[config.mk]
export PLATFORM = sky130hd
export DESIGN_NAME = rtmc_handler
export DESIGN_NICKNAME = d
export VERILOG_FILES = /design/src/common/rtmc_pkg.sv /design/src/common/rtmc_pulse_if.sv /design/src/core/rtmc_handler.sv /design/src/core/rtmc_sync.sv /design/src/core/rtmc_pulse.sv
export VERILOG_INCLUDE_DIRS = /design/src /design/src/common
export SDC_FILE = /design/constraint.sdc
export NUM_CORES = 1
export LEC_CHECK = 0
export BUFFER_PORTS_ARGS = -buffer_cell sky130_fd_sc_hd__buf_2
export CAP_MARGIN = 40
export CORE_MARGIN = 2
export CORE_UTILIZATION = 47
export DETAILED_ROUTE_END_ITERATION = 16
export PLACE_DENSITY_LB_ADDON = 0.25
export SYNTH_ARGS = -nofsm -noshare
export SYNTH_HDL_FRONTEND = slang
export SYNTH_SLANG_ARGS = --single-unit
[constraint.sdc]
create_clock -name clk -period 1.8 [get_ports clk]
set_input_delay 0.27 -clock clk [delete_from_list [all_inputs] [get_ports clk]]
set_output_delay 0.27 -clock clk [all_outputs]
set_load 0.05 [all_outputs]
[src/common/rtmc_map.svh]
/*
  Constants of the remote terminal mode code handler: mode codes, register
  offsets, field positions, reset values and strobe timing.
  Assumes a 200 MHz core clock and a byte-addressed local register port.
*/
`ifndef RTMC_MAP_SVH
`define RTMC_MAP_SVH

// clock period and strobe timing, in ns
`define RTMC_CLK_NS 5
`define RTMC_STROBE_NS 500
`define RTMC_FETCH_NS 250
// least time to cycles, rounded up
`define RTMC_CYC(ns) (((ns) + `RTMC_CLK_NS - 1) / `RTMC_CLK_NS)

// mode codes handled here
`define RTMC_MC_OVR_TF 5'h07
`define RTMC_MC_RESET 5'h08
`define RTMC_MC_RSV_LO 5'h09
`define RTMC_MC_RSV_HI 5'h0F
`define RTMC_MC_VECTOR 5'h10
`define RTMC_MC_SYNC 5'h11

// register offsets (byte addresses)
`define RTMC_OFF_STAT 8'h00
`define RTMC_OFF_CTRL 8'h04
`define RTMC_OFF_EVT 8'h08
`define RTMC_OFF_EVT_CLR 8'h0C
`define RTMC_OFF_EVT_EN 8'h10
`define RTMC_OFF_VECTOR 8'h14
`define RTMC_OFF_SYNC 8'h18

// status register fields
`define RTMC_ST_ME 0
`define RTMC_ST_BCST 1
`define RTMC_ST_TF 2
`define RTMC_ST_INH 3
`define RTMC_ST_EXT_RST 4

// control register fields
`define RTMC_CTRL_TF_SW 0

// event bits
`define RTMC_EV_STATUS 0
`define RTMC_EV_MERR 1
`define RTMC_EV_RESET 2
`define RTMC_EV_SYNC 3
`define RTMC_EV_VECTOR 4
`define RTMC_EV_W 5

// reset values
`define RTMC_RST_EVT_EN 5'h00
`define RTMC_RST_CTRL 1'h0

`endif

[src/common/rtmc_pkg.sv]
/*
  Types of the remote terminal mode code handler.
  Assumes the constants header is compiled alongside.
*/
package rtmc_pkg;

  // sequence state of one mode command
  typedef enum logic [1:0] {
    ST_IDLE,
    ST_WAIT_END,
    ST_WAIT_DATA
  } rtmc_state_t;

endpackage

[src/common/rtmc_pulse_if.sv]
/*
  Interface between the handler and one timed strobe generator.
  Assumes both ends run on the same clock.
*/
`timescale 1ns/1ps
`default_nettype none

interface rtmc_pulse_if;
  logic start; // one-cycle request to begin a strobe
  logic active; // high for the whole strobe
  logic done; // one-cycle pulse after the strobe ends
  modport ctl (output start, input active, input done);
  modport gen (input start, output active, output done);
endinterface

`default_nettype wire

[src/core/rtmc_handler.sv]
/*
  Mode code handler of a remote terminal for codes 07 to 11 (hex):
  override inhibit terminal flag, reset terminal, reserved codes, transmit
  vector word and synchronize with data word. Owns the status bits, the
  subsystem strobes, the highway during sync delivery and a register port.
  Assumes a word decoder on the same clock presents each validated command,
  each following data word and the end of the message as one-cycle pulses,
  and that the transmitter starts the status word on status_req.
*/
// Functional notes
// [RL1] override command: status, then terminal flag re-enabled
// [RL2] inhibited terminal flag stays clear until released
// [RL3] broadcast: no status, set broadcast bit
// [RL4] extra word after no-data code: error, end
// [RL5] codes 07-10 with receive bit: error, no status
// [RL6] reset command: status, then reset low 500 ns
// [RL7] terminal reset clears shutdown and flag inhibit; the code clears only tf_inhibit and has no shutdown state
// [RL8] reserved codes: old status plus message error
// [RL9] vector command: status starts before vector fetch
// [RL10] fetch strobe, latch highway word, send after status
// [RL11] broadcast vector command: error, broadcast, end
// [RL12] sync word held; status after message validated
// [RL13] sync strobe 500 ns with word on highway
// [RL14] sync with extra data words: error, end
// [RL15] sync with transmit bit: error, no status
// [RL16] invalid command ignored; missing sync word errors
`timescale 1ns/1ps
`default_nettype none
`include "rtmc_map.svh"

module rtmc_handler #(
  parameter int unsigned STROBE_CYC = `RTMC_CYC(`RTMC_STROBE_NS),
  parameter int unsigned FETCH_CYC = `RTMC_CYC(`RTMC_FETCH_NS)
) (
  input wire logic clk,
  input wire logic rst_n,
  input wire logic cmd_valid,
  input wire logic cmd_ok,
  input wire logic cmd_bcast,
  input wire logic cmd_tr,
  input wire logic [4:0] cmd_mode_code,
  input wire logic word_valid,
  input wire logic word_contig,
  input wire logic [15:0] word_data,
  input wire logic msg_end,
  input wire logic tf_inhibit_set,
  input wire logic tf_request_pin,
  output logic status_req,
  output logic [2:0] status_flags,
  output logic term_reset,
  output logic [15:0] tx_word,
  output logic tx_word_valid,
  input wire logic subsystem_reset_n_in,
  output logic subsystem_reset_n_out,
  output logic subsystem_reset_n_oe_n,
  input wire logic [15:0] subsystem_highway_in,
  output logic [15:0] subsystem_highway_out,
  output logic subsystem_highway_oe_n,
  output logic vector_word_fetch_n,
  output logic sync_word_strobe_n,
  input wire logic [7:0] reg_addr,
  input wire logic [31:0] reg_wdata,
  input wire logic reg_wr,
  input wire logic reg_rd,
  output logic [31:0] reg_rdata,
  output logic irq
);
  if (STROBE_CYC < 1 || FETCH_CYC < 3) begin : g_bad_timing
    $error("rtmc_handler: strobe counts too short");
  end

  // a mode code is one of the reserved group
  function automatic logic is_reserved(input logic [4:0] mc);
    is_reserved = (mc >= `RTMC_MC_RSV_LO) && (mc <= `RTMC_MC_RSV_HI);
  endfunction

  // a mode code belongs to this handler
  function automatic logic in_group(input logic [4:0] mc);
    in_group = (mc >= `RTMC_MC_OVR_TF) && (mc <= `RTMC_MC_SYNC);
  endfunction

  rtmc_pkg::rtmc_state_t state; // sequence state
  rtmc_pkg::rtmc_state_t next_state;
  logic [4:0] code; // mode code of the running command
  logic [4:0] next_code;
  logic bcast; // running command is broadcast
  logic next_bcast;
  logic have_word; // sync data word received
  logic next_have_word;
  logic [15:0] sync_word; // buffered sync data word
  logic [15:0] next_sync_word;
  logic stat_me; // message error status bit
  logic next_stat_me;
  logic stat_bcst; // broadcast received status bit
  logic next_stat_bcst;
  logic stat_tf; // terminal flag status bit
  logic next_stat_tf;
  logic tf_inhibit; // terminal flag setting blocked
  logic next_tf_inhibit;
  logic next_status_req;
  logic seq_err; // sequence ended in error, one cycle
  logic next_seq_err;
  logic ovr_pend; // release inhibit after status
  logic next_ovr_pend;
  logic next_term_reset;
  logic rst_go; // start reset strobe
  logic next_rst_go;
  logic vec_go; // start vector fetch
  logic next_vec_go;
  logic sync_go; // start sync delivery
  logic next_sync_go;
  logic [15:0] next_tx_word;
  logic next_tx_word_valid;
  logic tr_bad; // transmit/receive bit wrong for the code

  // pin levels after two stages
  logic [15:0] hw_s; // highway
  logic tf_req_s; // subsystem terminal flag request
  logic ext_rst_s; // reset line level

  rtmc_sync #(.W(18)) u_sync (
    .clk(clk),
    .rst_n(rst_n),
    .d({subsystem_reset_n_in, tf_request_pin, subsystem_highway_in}),
    .q({ext_rst_s, tf_req_s, hw_s})
  );

  rtmc_pulse_if rst_if ();
  rtmc_pulse_if vec_if ();
  rtmc_pulse_if syn_if ();

  rtmc_pulse #(.CYCLES(STROBE_CYC)) u_rst_pulse (
    .clk(clk), .rst_n(rst_n), .p(rst_if.gen));
  rtmc_pulse #(.CYCLES(FETCH_CYC)) u_vec_pulse (
    .clk(clk), .rst_n(rst_n), .p(vec_if.gen));
  rtmc_pulse #(.CYCLES(STROBE_CYC)) u_syn_pulse (
    .clk(clk), .rst_n(rst_n), .p(syn_if.gen));

  assign rst_if.start = rst_go;
  assign vec_if.start = vec_go;
  assign syn_if.start = sync_go;

  // register file state
  logic ctrl_tf_sw; // software terminal flag request
  logic next_ctrl_tf_sw;
  logic [`RTMC_EV_W-1:0] evt; // sticky events
  logic [`RTMC_EV_W-1:0] next_evt;
  logic [`RTMC_EV_W-1:0] evt_en; // interrupt enables
  logic [`RTMC_EV_W-1:0] next_evt_en;
  logic [31:0] next_reg_rdata;
  logic [`RTMC_EV_W-1:0] ev_raw; // this cycle's events

  // command sequencing and status bits
  always_comb begin
    next_state = state;
    next_code = code;
    next_bcast = bcast;
    next_have_word = have_word;
    next_sync_word = sync_word;
    next_stat_me = stat_me;
    next_stat_bcst = stat_bcst;
    next_status_req = 1'b0;
    next_seq_err = 1'b0;
    next_ovr_pend = 1'b0; // one-cycle release request
    next_rst_go = 1'b0;
    next_vec_go = 1'b0;
    next_sync_go = 1'b0;
    tr_bad = (cmd_mode_code == `RTMC_MC_SYNC) ? cmd_tr : !cmd_tr;
    unique case (state)
      rtmc_pkg::ST_IDLE: begin
        next_state = rtmc_pkg::ST_IDLE;
      end
      rtmc_pkg::ST_WAIT_END: begin
        if (word_valid) begin
          // no-data code followed by a word
          next_stat_me = 1'b1; // RL4
          next_seq_err = 1'b1;
          next_state = rtmc_pkg::ST_IDLE;
        end else if (msg_end) begin
          next_state = rtmc_pkg::ST_IDLE;
          if (is_reserved(code)) begin
            // old status kept, error added
            next_stat_me = 1'b1; // RL8
            next_stat_bcst = stat_bcst | bcast;
            next_status_req = !bcast;
          end else if (code == `RTMC_MC_VECTOR && bcast) begin
            next_stat_me = 1'b1; // RL11
            next_stat_bcst = 1'b1;
            next_seq_err = 1'b1;
          end else begin
            // silent on broadcast, answer otherwise
            next_stat_bcst = bcast; // RL3
            next_status_req = !bcast;
            next_vec_go = (code == `RTMC_MC_VECTOR); // RL9
            next_rst_go = (code == `RTMC_MC_RESET); // RL6
            next_ovr_pend = (code == `RTMC_MC_OVR_TF); // RL1
          end
        end
      end
      rtmc_pkg::ST_WAIT_DATA: begin
        if (word_valid) begin
          if (have_word || !word_contig) begin
            next_stat_me = 1'b1; // RL14
            next_seq_err = 1'b1;
            next_state = rtmc_pkg::ST_IDLE;
          end else begin
            next_sync_word = word_data; // RL12
            next_have_word = 1'b1;
          end
        end else if (msg_end) begin
          next_state = rtmc_pkg::ST_IDLE;
          if (!have_word) begin
            next_stat_me = 1'b1; // RL16
            next_seq_err = 1'b1;
          end else begin
            // validated: answer, then deliver
            next_stat_bcst = bcast; // RL3
            next_status_req = !bcast; // RL12
            next_sync_go = 1'b1;
          end
        end
      end
      default: next_state = rtmc_pkg::ST_IDLE;
    endcase
    // a new valid command restarts; invalid ones never reach here
    if (cmd_valid && cmd_ok && in_group(cmd_mode_code)) begin // RL16
      next_code = cmd_mode_code;
      next_bcast = cmd_bcast;
      next_have_word = 1'b0;
      if (tr_bad) begin
        next_stat_me = 1'b1; // RL5 RL15
        next_stat_bcst = cmd_bcast;
        next_seq_err = 1'b1;
        next_state = rtmc_pkg::ST_IDLE;
      end else begin
        if (!is_reserved(cmd_mode_code)) begin
          next_stat_me = 1'b0;
          next_stat_bcst = 1'b0;
        end
        next_state = (cmd_mode_code == `RTMC_MC_SYNC) ?
          rtmc_pkg::ST_WAIT_DATA : rtmc_pkg::ST_WAIT_END;
      end
    end
  end

  // terminal flag, inhibit and vector latch
  always_comb begin
    next_tf_inhibit = tf_inhibit;
    if (tf_inhibit_set) begin
      next_tf_inhibit = 1'b1;
    end
    if (ovr_pend || rst_go) begin
      next_tf_inhibit = 1'b0; // RL1 RL7
    end
    next_term_reset = rst_go; // RL7
    next_stat_tf = (tf_req_s | ctrl_tf_sw) & !tf_inhibit; // RL2
    next_tx_word = tx_word;
    next_tx_word_valid = 1'b0;
    if (vec_if.done) begin
      next_tx_word = hw_s; // RL10
      next_tx_word_valid = 1'b1;
    end
  end

  // register sequencing state
  always_ff @(posedge clk or negedge rst_n) begin
    if (!rst_n) begin
      state <= rtmc_pkg::ST_IDLE;
      code <= 5'h00;
      bcast <= 1'b0;
      have_word <= 1'b0;
      sync_word <= 16'h0000;
      stat_me <= 1'b0;
      stat_bcst <= 1'b0;
      stat_tf <= 1'b0;
      tf_inhibit <= 1'b0;
      status_req <= 1'b0;
      seq_err <= 1'b0;
      ovr_pend <= 1'b0;
      term_reset <= 1'b0;
      rst_go <= 1'b0;
      vec_go <= 1'b0;
      sync_go <= 1'b0;
      tx_word <= 16'h0000;
      tx_word_valid <= 1'b0;
    end else begin
      state <= next_state;
      code <= next_code;
      bcast <= next_bcast;
      have_word <= next_have_word;
      sync_word <= next_sync_word;
      stat_me <= next_stat_me;
      stat_bcst <= next_stat_bcst;
      stat_tf <= next_stat_tf;
      tf_inhibit <= next_tf_inhibit;
      status_req <= next_status_req;
      seq_err <= next_seq_err;
      ovr_pend <= next_ovr_pend;
      term_reset <= next_term_reset;
      rst_go <= next_rst_go;
      vec_go <= next_vec_go;
      sync_go <= next_sync_go;
      tx_word <= next_tx_word;
      tx_word_valid <= next_tx_word_valid;
    end
  end

  // subsystem pins: reset is open drain, highway driven during sync
  assign subsystem_reset_n_out = 1'b0;
  assign subsystem_reset_n_oe_n = !rst_if.active; // RL6
  assign subsystem_highway_out = sync_word; // RL13
  assign subsystem_highway_oe_n = !syn_if.active;
  assign sync_word_strobe_n = !syn_if.active; // RL13
  assign vector_word_fetch_n = !vec_if.active; // RL10
  assign status_flags = {stat_tf, stat_bcst, stat_me};

  // events: set wins over a clear in the same cycle
  always_comb begin
    ev_raw = '0;
    ev_raw[`RTMC_EV_STATUS] = status_req;
    ev_raw[`RTMC_EV_MERR] = seq_err;
    ev_raw[`RTMC_EV_RESET] = rst_if.done;
    ev_raw[`RTMC_EV_SYNC] = syn_if.done;
    ev_raw[`RTMC_EV_VECTOR] = tx_word_valid;
    next_evt = evt | ev_raw;
    next_evt_en = evt_en;
    next_ctrl_tf_sw = ctrl_tf_sw;
    if (reg_wr) begin
      unique case (reg_addr)
        `RTMC_OFF_CTRL: next_ctrl_tf_sw = reg_wdata[`RTMC_CTRL_TF_SW];
        `RTMC_OFF_EVT_CLR:
          next_evt = (evt & ~reg_wdata[`RTMC_EV_W-1:0]) | ev_raw;
        `RTMC_OFF_EVT_EN: next_evt_en = reg_wdata[`RTMC_EV_W-1:0];
        default: next_evt = evt | ev_raw;
      endcase
    end
    next_reg_rdata = 32'h0000_0000;
    if (reg_rd) begin
      unique case (reg_addr)
        `RTMC_OFF_STAT: begin
          next_reg_rdata[`RTMC_ST_ME] = stat_me;
          next_reg_rdata[`RTMC_ST_BCST] = stat_bcst;
          next_reg_rdata[`RTMC_ST_TF] = stat_tf;
          next_reg_rdata[`RTMC_ST_INH] = tf_inhibit;
          next_reg_rdata[`RTMC_ST_EXT_RST] = !ext_rst_s;
        end
        `RTMC_OFF_CTRL: next_reg_rdata[`RTMC_CTRL_TF_SW] = ctrl_tf_sw;
        `RTMC_OFF_EVT: next_reg_rdata[`RTMC_EV_W-1:0] = evt;
        `RTMC_OFF_EVT_EN: next_reg_rdata[`RTMC_EV_W-1:0] = evt_en;
        `RTMC_OFF_VECTOR: next_reg_rdata[15:0] = tx_word;
        `RTMC_OFF_SYNC: next_reg_rdata[15:0] = sync_word;
        default: next_reg_rdata = 32'h0000_0000;
      endcase
    end
  end

  // register file flops
  always_ff @(posedge clk or negedge rst_n) begin
    if (!rst_n) begin
      evt <= '0;
      evt_en <= `RTMC_RST_EVT_EN;
      ctrl_tf_sw <= `RTMC_RST_CTRL;
      reg_rdata <= 32'h0000_0000;
    end else begin
      evt <= next_evt;
      evt_en <= next_evt_en;
      ctrl_tf_sw <= next_ctrl_tf_sw;
      reg_rdata <= next_reg_rdata;
    end
  end

  assign irq = |(evt & evt_en);

  AST_TF_BLOCKED: assert property (@(posedge clk) disable iff (!rst_n)
    $rose(stat_tf) |-> !$past(tf_inhibit)) // RL2
    else $error("terminal flag set while inhibited");
  AST_BCST_SILENT: assert property (@(posedge clk) disable iff (!rst_n)
    status_req |-> !bcast && (is_reserved(code) || !stat_bcst)) // RL3
    else $error("status sent for a broadcast");
  AST_ERR_SILENT: assert property (@(posedge clk) disable iff (!rst_n)
    seq_err |-> !status_req && stat_me) // RL4
    else $error("error sequence answered or without error bit");
  AST_RESERVED_ME: assert property (@(posedge clk) disable iff (!rst_n)
    status_req && is_reserved(code) |-> stat_me) // RL8
    else $error("reserved code answered without error bit");
  AST_VEC_ORDER: assert property (@(posedge clk) disable iff (!rst_n)
    $fell(vector_word_fetch_n) |-> $past(status_req)) // RL9
    else $error("vector fetch not right after status start");
  AST_VEC_LATCH: assert property (@(posedge clk) disable iff (!rst_n)
    $rose(vector_word_fetch_n) |-> tx_word_valid == 1'b0 ##1
      tx_word_valid && tx_word == $past(hw_s)) // RL10
    else $error("vector word not latched after fetch");
  AST_RST_AFTER_STATUS: assert property (@(posedge clk)
    disable iff (!rst_n)
    $fell(subsystem_reset_n_oe_n) |-> $past(status_req) || bcast) // RL6
    else $error("subsystem reset before status");
  AST_RST_CLEARS: assert property (@(posedge clk) disable iff (!rst_n)
    term_reset |-> !tf_inhibit) // RL7
    else $error("terminal reset left inhibit set");
  AST_SYNC_HW: assert property (@(posedge clk) disable iff (!rst_n)
    !sync_word_strobe_n |-> !subsystem_highway_oe_n &&
      subsystem_highway_out == sync_word && $stable(sync_word)) // RL13
    else $error("highway not holding sync word during strobe");
  AST_TR_BAD: assert property (@(posedge clk) disable iff (!rst_n)
    cmd_valid && cmd_ok && in_group(cmd_mode_code) && tr_bad |=>
      stat_me && !status_req && stat_bcst == $past(cmd_bcast)) // RL15
    else $error("wrong direction bit not flagged");
endmodule // rtmc_handler

`default_nettype wire

[src/core/rtmc_sync.sv]
/*
  Two-stage synchroniser for a bus of asynchronous pin levels.
  Assumes the inputs need no common sampling between bits.
*/
`timescale 1ns/1ps
`default_nettype none

module rtmc_sync #(
  parameter int unsigned W = 1
) (
  input wire logic clk,
  input wire logic rst_n,
  input wire logic [W-1:0] d,
  output logic [W-1:0] q
);
  logic [W-1:0] meta; // first stage, read only by the second

  // register both stages
  always_ff @(posedge clk or negedge rst_n) begin
    if (!rst_n) begin
      meta <= '0;
      q <= '0;
    end else begin
      meta <= d;
      q <= meta;
    end
  end
endmodule // rtmc_sync

`default_nettype wire

[src/core/rtmc_pulse.sv]
/*
  Timed strobe generator: active for exactly CYCLES clocks after start.
  Assumes start is ignored while a strobe runs.
*/
`timescale 1ns/1ps
`default_nettype none

module rtmc_pulse #(
  parameter int unsigned CYCLES = 100
) (
  input wire logic clk,
  input wire logic rst_n,
  rtmc_pulse_if.gen p
);
  localparam int unsigned CW = $clog2(CYCLES + 1);

  if (CYCLES < 1) begin : g_bad_cycles
    $error("rtmc_pulse: CYCLES must be at least one");
  end

  logic [CW-1:0] cnt; // cycles left in the strobe
  logic [CW-1:0] next_cnt;
  logic done_q; // end-of-strobe pulse
  logic next_done;
  int unsigned width; // helper: length of the running strobe

  // count down while active, load on start
  always_comb begin
    next_cnt = cnt;
    next_done = 1'b0;
    if (cnt != '0) begin
      next_cnt = cnt - 1'b1;
      next_done = (cnt == CW'(1));
    end else if (p.start) begin
      next_cnt = CW'(CYCLES);
    end
  end

  // register counter and done pulse
  always_ff @(posedge clk or negedge rst_n) begin
    if (!rst_n) begin
      cnt <= '0;
      done_q <= 1'b0;
    end else begin
      cnt <= next_cnt;
      done_q <= next_done;
    end
  end

  assign p.active = (cnt != '0);
  assign p.done = done_q;

  // helper: measure each strobe
  always_ff @(posedge clk or negedge rst_n) begin
    if (!rst_n) begin
      width <= 0;
    end else begin
      width <= p.active ? width + 1 : 0;
    end
  end

  AST_PULSE_WIDTH: assert property (@(posedge clk) disable iff (!rst_n)
    $fell(p.active) |-> (width == CYCLES) && p.done) // RL6
    else $error("strobe width differs from its set length");
endmodule // rtmc_pulse

`default_nettype wire

==> results.ini, run 1 <==
[final_layout]
drive_gt1_share_pct=38.8
areaGrowthSynthToFinish_pct=31.0
fillers=930
nNetsFinal=726

[yosys]
synthArstFlopShare_pct=100
ys_types=57
syn-cell-area_sq_um=5760
synthCells=447
ys_ff_latch=139
synth_edf_count=0
yosysWarnings=0
yosysSeqAreaShare_pct=60.4
synth_flop_cell=dfrtp_1
synth_area_per_cell_sq_um=12.9

[drt]
drc=0
totalWireLength_um=12500
avgRoutedWirePerCell_um=15.9
drtAntennaViolNets=0
drtPass1Iterations=4
vias=4068
avgViaCountPerCell=5.19
drt_iter0_drc=183

[global_route]
grt_overflow=0
grt_max_degree=62
grt_pass1_wl_um=20000
grt_use_total_pct=20.3
grt_antenna_before_repair=0
grt_pass1_vias=4167

[floorplan]
die_area_sq_um=13200
die_h_um=115
core-area_sq_um=12000
rows=40
die_x_um=115
ios=167
start_util_pct=48.1

[setup_path]
startpoint_type=register
critPathMaxStageDelay_ns=0.54
cp.required_ns=1.53
cp.arrival_ns=1.67
path_max_fanout=3
end_kind=primary output
slowest_stage=or4_4
crit_chain=or4_4, nor2_4, buf_6
crit_type=register to primary output

[timing]
hold_violations=0
drv_slew=0
clock_skew_ns=0.00603
setup_viol=4
rsz0062_at_grt=true
finalCritPeriodShare_pct=108
period_needed_ns=1.94
post-route-worst-setup-slack_ns=-0.143
max_freq_mhz=515

[clock_network]
cts_tree=yes
cts-htree-levels=4
clock_latency_ns=0.42
path_clk_slew_ns=0.06
cts-root-buf=clkbuf_16
clock_sinks=139
cts_buffer_depth=2
cts_buffers=17

[power]
p_per_area_nw_per_um2=1320
irDropWorstVdd_mv=0.700
total_power_w=0.00998
cellLeakagePower_nw=3.68

[placed_design]
hpwl_um=8630
globalplace.congestion=0.841
dp_slack_ns=-0.190
io_buffers=122

[outcome]
status=finished with violations
violations=setup timing

[flow_run]
cap_violations=0

[worst_hold_path]
min_path_type=primary input to register

-- cell type report --
| class | instances | area, sq um | area share (%) |
|---|---|---|---|
| Multi-Input combinational cell | 275 | 2130 | 28.2 |
| Inverter | 17 | 63.8 | 0.846 |
| Clock buffer | 20 | 447 | 5.92 |
| Clock inverter | 11 | 98.8 | 1.31 |
| Sequential cell | 139 | 3480 | 46.1 |
| Tap cell | 147 | 184 | 2.44 |
| Antenna cell | 1 | 2.50 | 0.0332 |
| Timing Repair Buffer | 174 | 1140 | 15.1 |
-- per-stage QoR --
stage          utilization, %  TNS [ns]  cells  instance area (sq um)  hold WS, ns
2_1_floorplan               -         0    463                   5840      -0.0256
3_3_place_gp             55.5    -0.907    721                   6640        0.202
3_5_place_dp             55.5     -1.43    721                   6640        0.205
4_1_cts                  62.4    -0.576    780                   7470       0.0541
5_1_grt                  63.0    -0.696    783                   7540       0.0679
6_report                 63.1    -0.460    784                   7540       0.0777
-- critical path, delay by kind of cell (launching register included) --
kind | cells | cell delay (ns)
and+or+nand+nor | 2 | 0.68
DFF | 1 | 0.40
buffers and inverters | 1 | 0.17
-- report_power, final --
part / switching (W) / internal, W / total [W]
Clock: 0.00126 / 0.00191 / 0.00317
Sequential: 0.000425 / 0.00365 / 0.00407
Combinational: 0.00167 / 0.00107 / 0.00274
Total: 0.00335 / 0.00663 / 0.00998
-- synthesized netlist by cell type (all sizes together), types with 2 or more instances --
master | count | area share, %
a211oi | 2 | 0.35
or4b | 2 | 0.41
or4 | 8 | 1.2
a221oi | 2 | 0.30
o21ai | 16 | 1.4
ha | 11 | 2.4
xnor2 | 2 | 0.30
and2 | 2 | 0.22
nor4 | 6 | 1.0
o31ai | 5 | 0.65
nand3 | 14 | 1.2
a22oi | 13 | 1.7
mux2 | 43 | 8.5
or3 | 3 | 0.33
nand2b | 15 | 1.7
dfrtp | 139 | 60
nand3b | 2 | 0.26
nor4b | 3 | 0.46
nor2 | 20 | 1.3
nor2b | 16 | 1.7
nor3b | 2 | 0.26
clkbuf | 6 | 0.39
a21o | 6 | 0.78
buf | 26 | 3.2
nand4b | 2 | 0.30
nor3 | 10 | 0.87
mux4 | 5 | 2.0
nand2 | 21 | 1.4
xor2 | 2 | 0.30
mux2i | 3 | 0.52
inv | 17 | 1.1
a21oi | 9 | 0.78
-- timing repair --
| action | CTS | global route |
|---|---|---|
| setup endpoints to repair | 4 | 10 |
| gates resized for setup | 10 | 13 |
| hold buffers | 19 | 0 |
| pin swaps | 3 | 3 |
| gates cloned | 0 | 0 |
| setup buffers | 9 | 3 |
| endpoints found under the hold margin | 54 | 0 |
-- registers in the layout, indices dropped and copies added (netlist names), 2 cells and up --
name and count:
u_vec_pulse.cnt 6, reg_rdata 16, evt_en 5, u_syn_pulse.cnt 7, code 5, tx_word 16
u_sync.meta 18, u_rst_pulse.cnt 7, subsystem_highway_out 16, u_sync.q 18, evt 5, state 2
-- layout by cell type (no fill, tap or decap), types with 3 or more instances in the layout --
master           n
buf_12           4
mux2_2          36
mux2i_1          3
nand3_1         14
ha_1            11
dfrtp_1        139
mux4_2           5
or4_4            3
nand2_1         21
inv_1           16
nor4_1           4
clkbuf_16       17
buf_6            5
buf_4           29
o21ai_0         12
o21ai_1          4
dlygate4sd3_1   19
clkinvlp_4       6
or4_1            5
clkinv_2         3
o31ai_1          4
nand2b_2         3
mux2_1           6
a21oi_1          9
nor3_1          10
a22oi_1         13
conb_1          17
buf_2          116
nand2b_1        12
nor2_1          17
nor2b_1         16
a21o_1           6
-- worst paths after layout --
check	start	endpoint	slack, ns	cells past startpoint
min in group asynchronous	rst_n	code[0]	0.32	2
worst min-delay path	word_data[6]	subsystem_highway_out[6]	0.08	2
worst min register to register	u_sync.meta[1]	u_sync.q[1]	0.35	0
worst max-delay path	u_syn_pulse.cnt[6]	subsystem_highway_oe_n	-0.14	3
max in group asynchronous	rst_n	reg_rdata[8]	0.82	3
worst max register to register	u_rst_pulse.cnt[3]	u_rst_pulse.cnt[1]	0.08	4
-- per-layer routing --
metal	GRT usage [%]	up-vias	routed length [um]
met3	7.52	27	746
met1	24.8	1983	5400
li1	-	1911	-
met2	32.2	147	6020
met5	0	-	0
met4	9.02	0	317
-- kinds of logic (layout without fill, tap and decap cells) --
group | after synthesis | in the layout | synth area share, %
AO/OA/AOI/OAI | 62 | 62 | 7.56
XOR/XNOR | 4 | 4 | 0.609
adder cells (fa/ha/maj) | 11 | 11 | 2.39
buffers and inverters | 49 | 222 | 4.72
flip-flops | 139 | 139 | 60.4
multiplexers | 51 | 51 | 11.0
other | 1 | 18 | 0.0651
AND/OR/NAND/NOR | 130 | 130 | 13.3
(Power assumes the default switching activity.)
==> inputs of run 2 (changes only) <==
--- a/config.mk
+++ b/config.mk
@@ -12,6 +12,7 @@
 export CORE_UTILIZATION = 47
 export DETAILED_ROUTE_END_ITERATION = 16
 export PLACE_DENSITY_LB_ADDON = 0.25
+export SKIP_LAST_GASP = 1
 export SYNTH_ARGS = -nofsm -noshare
 export SYNTH_HDL_FRONTEND = slang
 export SYNTH_SLANG_ARGS = --single-unit
==> results.ini, run 2 (synthesized netlist as in run 1, its figures left out) <==
[clock_network]
clock_latency_ns=0.42
cts-root-buf=clkbuf_16
clock_sinks=139
cts_tree=yes
cts_buffers=17
cts_buffer_depth=2
path_clk_slew_ns=0.06
cts-htree-levels=4

[drt]
vias=4079
drtAntennaViolNets=0
avgViaCountPerCell=5.20
avgRoutedWirePerCell_um=15.9
drt_iter0_drc=175
totalWireLength_um=12500
drtPass1Iterations=5
drc=0

[final_layout]
multi_input_area_sq_um=2130
stdcell_area_sq_um=7540
top_regs=u_sync.meta (18), u_sync.q (18)
nNetsFinal=726
areaGrowthSynthToFinish_pct=30.9
mostFrequentLayoutCell=dfrtp_1
drive_gt1_share_pct=38.7
fillers=931
final_core_util_pct=63.0
seqCellArea_sq_um=3480
layout_common_cells=dfrtp_1, buf_2, mux2_2

[timing]
drv_slew=0
hold_violations=0
finalCritPeriodShare_pct=108
max_freq_mhz=515
post-route-worst-setup-slack_ns=-0.142
rsz0062_at_grt=true
clock_skew_ns=0.00543
period_needed_ns=1.94
setup_viol=4

[setup_path]
crit_chain=or4_4, nor2_4, buf_6
crit_family=simple AND/OR/NAND/NOR gates
cp.required_ns=1.53
critPathMaxStageDelay_ns=0.54
cp.arrival_ns=1.67
crit_type=register to primary output
path_max_fanout=3
path_buf_inv=1
startpoint_type=register
slowest_stage=or4_4
end_kind=primary output

[global_route]
grt_use_total_pct=20.3
grt_overflow=0
grt_max_degree=62
grt_pass1_vias=4167
grt_antenna_before_repair=0
grt_pass1_wl_um=20000

[placed_design]
globalplace.congestion=0.841
placed_area_sq_um=6640
io_buffers=122
hpwl_um=8630

[floorplan]
rows=40
die_area_sq_um=13200
die_h_um=115
start_util_pct=48.1
core-area_sq_um=12000
die_x_um=115
ios=167

[outcome]
status=finished with violations
violations=setup timing

[power]
p_per_area_nw_per_um2=1320
cellLeakagePower_nw=3.68
irDropWorstVdd_mv=0.699
total_power_w=0.00998

[flow_run]
cap_violations=0

[worst_hold_path]
min_path_type=primary input to register

## run 2: cell counts in the layout (fill, tap and decap cells not counted)
Identical to the previous run, type by type.
## run 2: path summary, 6_finish.rpt
| check | to | depth (start not counted) | startpoint | slack (ns) |
|---|---|---|---|---|
| max in group asynchronous | reg_rdata[8] | 3 | rst_n | 0.83 |
| min in group asynchronous | code[2] | 2 | rst_n | 0.32 |
| worst min-delay path | subsystem_highway_out[6] | 2 | word_data[6] | 0.08 |
| worst max-delay path | subsystem_highway_oe_n | 3 | u_syn_pulse.cnt[6] | -0.14 |
| worst min register to register | u_sync.q[1] | 0 | u_sync.meta[1] | 0.35 |
| worst max register to register | u_rst_pulse.cnt[1] | 4 | u_rst_pulse.cnt[3] | 0.08 |
## run 2: through the flow
stage                     hold slack, ns  worst slack, ns  cells  TNS (ns)
final                             0.0777           -0.142    784    -0.475
after CTS                         0.0541           -0.163    780    -0.576
after detailed placement           0.205           -0.190    721     -1.43
after floorplan                  -0.0256          0.00487    463         0
after global routing              0.0679           -0.185    783    -0.717
after global placement             0.202           -0.154    721    -0.907
## run 2: layout make-up
type / instances / area share, %
antenna: 1 / 0.0332
clock buffer: 20 / 5.92
clock inverter: 11 / 1.31
inverter: 17 / 0.846
multi-input combinational: 275 / 28.2
sequential: 139 / 46.1
tap: 147 / 2.44
timing repair buffer: 174 / 15.1
## run 2: metal layers
layer / vias to the layer above / wire length (um) / global-route usage, %
met5: - / 0 / 0
met4: 0 / 325 / 9.02
met3: 29 / 710 / 7.52
met2: 142 / 6010 / 32.2
met1: 1992 / 5450 / 24.8
li1: 1916 / - / -
## run 2: worst reg2reg max path: stages, from the launching register on
cell	delay (ns)
dfrtp_1	0.38
or4_4	0.56
buf_4	0.17
or4_1	0.46
o21ai_1	0.08
## run 2: timing repair
| action | 4_1_cts | 5_1_grt |
|---|---|---|
| setup endpoints to repair | 4 | 10 |
| hold buffers | 19 | 0 |
| gates resized for setup | 10 | 12 |
| setup buffers | 9 | 3 |
| pin swaps | 3 | 3 |
| hold endpoints to repair | 54 | 0 |
## run 2: power breakdown
group | leakage, nW | total [W] | internal, W | switching (W)
logic | 1.66 | 0.00274 | 0.00107 | 0.00167
clock network | 0.250 | 0.00317 | 0.00191 | 0.00126
registers | 1.77 | 0.00407 | 0.00365 | 0.000426
total | 3.68 | 0.00998 | 0.00663 | 0.00335
==> inputs of run 3 (changes only) <==
--- a/config.mk
+++ b/config.mk
@@ -6,6 +6,7 @@
 export SDC_FILE = /design/constraint.sdc
 export NUM_CORES = 1
 export LEC_CHECK = 0
+export ABC_AREA = 1
 export BUFFER_PORTS_ARGS = -buffer_cell sky130_fd_sc_hd__buf_2
 export CAP_MARGIN = 40
 export CORE_MARGIN = 2
==> results.ini, run 3 <==
[drt]
wl_met2_um=6380
avgRoutedWirePerCell_um=14.6
vias=4397
totalWireLength_um=13000
drc=0
drtPass1Iterations=5
wl_met1_um=5750
top_layer=met4
avgViaCountPerCell=4.91
wl_met3_um=694
drtAntennaViolNets=0
drt_iter0_drc=317

[setup_path]
rrSetupSlack_ns=0.10
cp.arrival_ns=1.50
cp-endpoint=subsystem_reset_n_oe_n
startpoint_type=register
path_buf_inv=3
crit_path_start=u_rst_pulse.cnt[2]
end_kind=primary output
r2r_end=u_syn_pulse.cnt[5]
critPathMaxStageDelay_ns=0.39
r2r-start=u_syn_pulse.cnt[1]
crit_chain=inv_1, nand2_1, nor2_4, nand2_2, inv_2, buf_8
cp.required_ns=1.53
crit_family=flip-flops
crit_type=register to primary output
path_max_fanout=3
path_depth=6
rr_worst_depth=11
slowest_stage=dfrtp_1

[timing]
relSlewSlack_pct=64.2
setup_viol=0
worst_pin_slew_ns=0.536
post-route-worst-setup-slack_ns=0.0294
finalCritPeriodShare_pct=98.4
max_freq_mhz=565
clock_skew_ns=0.00661
hold_violations=0
drv_slew=0
period_needed_ns=1.77

[final_layout]
layout_common_cells=dfrtp_1, buf_2, nand2_1
areaGrowthSynthToFinish_pct=30.7
drive_gt1_share_pct=30.6
stdcell_area_sq_um=7560
mostFrequentLayoutCell=dfrtp_1
top_regs=u_sync.meta (18), u_sync.q (18)
nNetsFinal=839
diodes=0

[yosys]
synthArstFlopShare_pct=100
synthCells=567
synth_flop_cell=dfrtp_1
synth-xor-area-share_pct=0.605
yosys.area_share.simple_pct=16.7
synth.area.mux_share_pct=5.97
syn-cell-area_sq_um=5790
synthTopCellsByCount=dfrtp_1, nand2_1, inv_1
synth.most_common_cell=dfrtp_1
synth_top_family_by_area=simple AND/OR/NAND/NOR gates
yosysWarnings=0
synth_edf_count=0
synth_compound_area_share_pct=5.95
synth-adder-area-share_pct=2.38
synth_top_area_share_pct=60.1
synthTopCellsByArea=dfrtp_1, nand2_1, nand3_1
ys_ff_latch=139
synth_top_area_cell=dfrtp_1
ys_types=33
synth_area_per_cell_sq_um=10.2
yosysSeqAreaShare_pct=60.1

[floorplan]
die_h_um=115
ios=167
rows=40
die_area_sq_um=13200
die_x_um=115
core-area_sq_um=12000
start_util_pct=48.2

[placed_design]
dp_slack_ns=0.0308
io_buffers=122
hpwl_um=9030
placed_area_sq_um=6520
globalplace.congestion=0.849

[global_route]
grt_antenna_before_repair=0
grt_pass1_vias=4340
grt_max_degree=55
grt_pass1_wl_um=20700
grt_use_total_pct=20.6
grt_overflow=0

[clock_network]
cts_buffers=17
cts-htree-levels=4
cts_buffer_depth=2
cts_tree=yes
clock_latency_ns=0.41
cts-root-buf=clkbuf_16
clock_sinks=139
path_clk_slew_ns=0.06

[power]
total_power_w=0.0106
irDropWorstVdd_mv=0.648
cellLeakagePower_nw=3.91
p_per_area_nw_per_um2=1400

[worst_hold_path]
hold_path.startpoint=cmd_bcast
min_path_type=primary input to register

[flow_run]
cap_violations=0

[outcome]
status=finished clean

==> run 3: changes by cell type after synthesis, sizes merged, moves of 6 or more <==
cell | previous run | this run
a21o | 6 | 0
a21oi | 9 | 19
a22oi | 13 | 0
inv | 17 | 69
mux2 | 43 | 28
nand2 | 21 | 102
nand2b | 15 | 0
nand3 | 14 | 49
nand4 | 0 | 9
nor2 | 20 | 47
nor2b | 16 | 0
o21ai | 16 | 38
or4 | 8 | 0
==> run 3: where the power goes <==
| group | leakage, nW | internal, W | total (W) | switching [W] |
|---|---|---|---|---|
| sequential | 1.76 | 0.00363 | 0.00400 | 0.000371 |
| combinational | 1.84 | 0.000958 | 0.00286 | 0.00190 |
| clock | 0.305 | 0.00252 | 0.00373 | 0.00121 |
==> run 3: how the worst min path moves through the flow <==
stage | to | slack (ns) | depth (start not counted)
after floorplan | bcast | -0.03 | 0
after global placement | ovr_pend | 0.26 | 1
after detailed placement | term_reset | 0.26 | 1
after CTS | bcast | 0.06 | 3
after global routing | subsystem_highway_out[12] | 0.08 | 2
final | bcast | 0.07 | 3
==> run 3: cells by family after synthesis <==
group / count (synthesis)
multiplexers: 28
AND/OR/NAND/NOR: 220
AO/OA/AOI/OAI: 65
XOR/XNOR: 4
adder cells (fa/ha/maj): 11
buffers and inverters: 99
other: 1
flip-flops: 139
==> run 3: final cells by class <==
type / instances / area [sq um]
fillers: 989 / 4450
repair buffers: 165 / 1060
multi-input cells: 345 / 1950
well taps: 147 / 184
clock buffers: 24 / 472
flip-flops and latches: 139 / 3480
clock inverters: 7 / 163
inverters: 69 / 259
==> run 3: worst reg2reg max path, stage by stage (launching register included) <==
cell     delay [ns]
dfrtp_1        0.35
inv_2          0.07
ha_4           0.17
nand3_4        0.10
nor2_4         0.05
buf_4          0.13
buf_4          0.13
buf_4          0.14
inv_1          0.11
nand4_1        0.11
o21ai_0        0.08
o21ai_0        0.11
==> run 3: routing by layer <==
layer / up-vias / GRT usage, %
met5: - / 0
met2: 146 / 33.0
li1: 2133 / -
met4: 0 / 8.67
met3: 18 / 5.22
met1: 2100 / 27.0
==> run 3: what timing repair did <==
item / 4_1_cts / 5_1_grt
resized for setup: 24 / 7
hold buffers: 19 / 0
pin swaps: 2 / 3
setup endpoints to repair: 4 / 23
hold endpoints to repair: 69 / 0
setup buffers: 9 / 7
==> run 3: metrics by stage <==
| step | hold slack (ns) | std cells | TNS [ns] | util [%] |
|---|---|---|---|---|
| 4_1_cts | 0.0586 | 889 | 0 | 62.2 |
| 3_5_place_dp | 0.262 | 830 | 0 | 54.2 |
| 3_3_place_gp | 0.257 | 830 | 0 | 54.2 |
| 2_1_floorplan | -0.0256 | 583 | 0 | - |
| 6_report | 0.0664 | 896 | 0 | 63.0 |
| 5_1_grt | 0.0783 | 896 | -0.0565 | 63.0 |
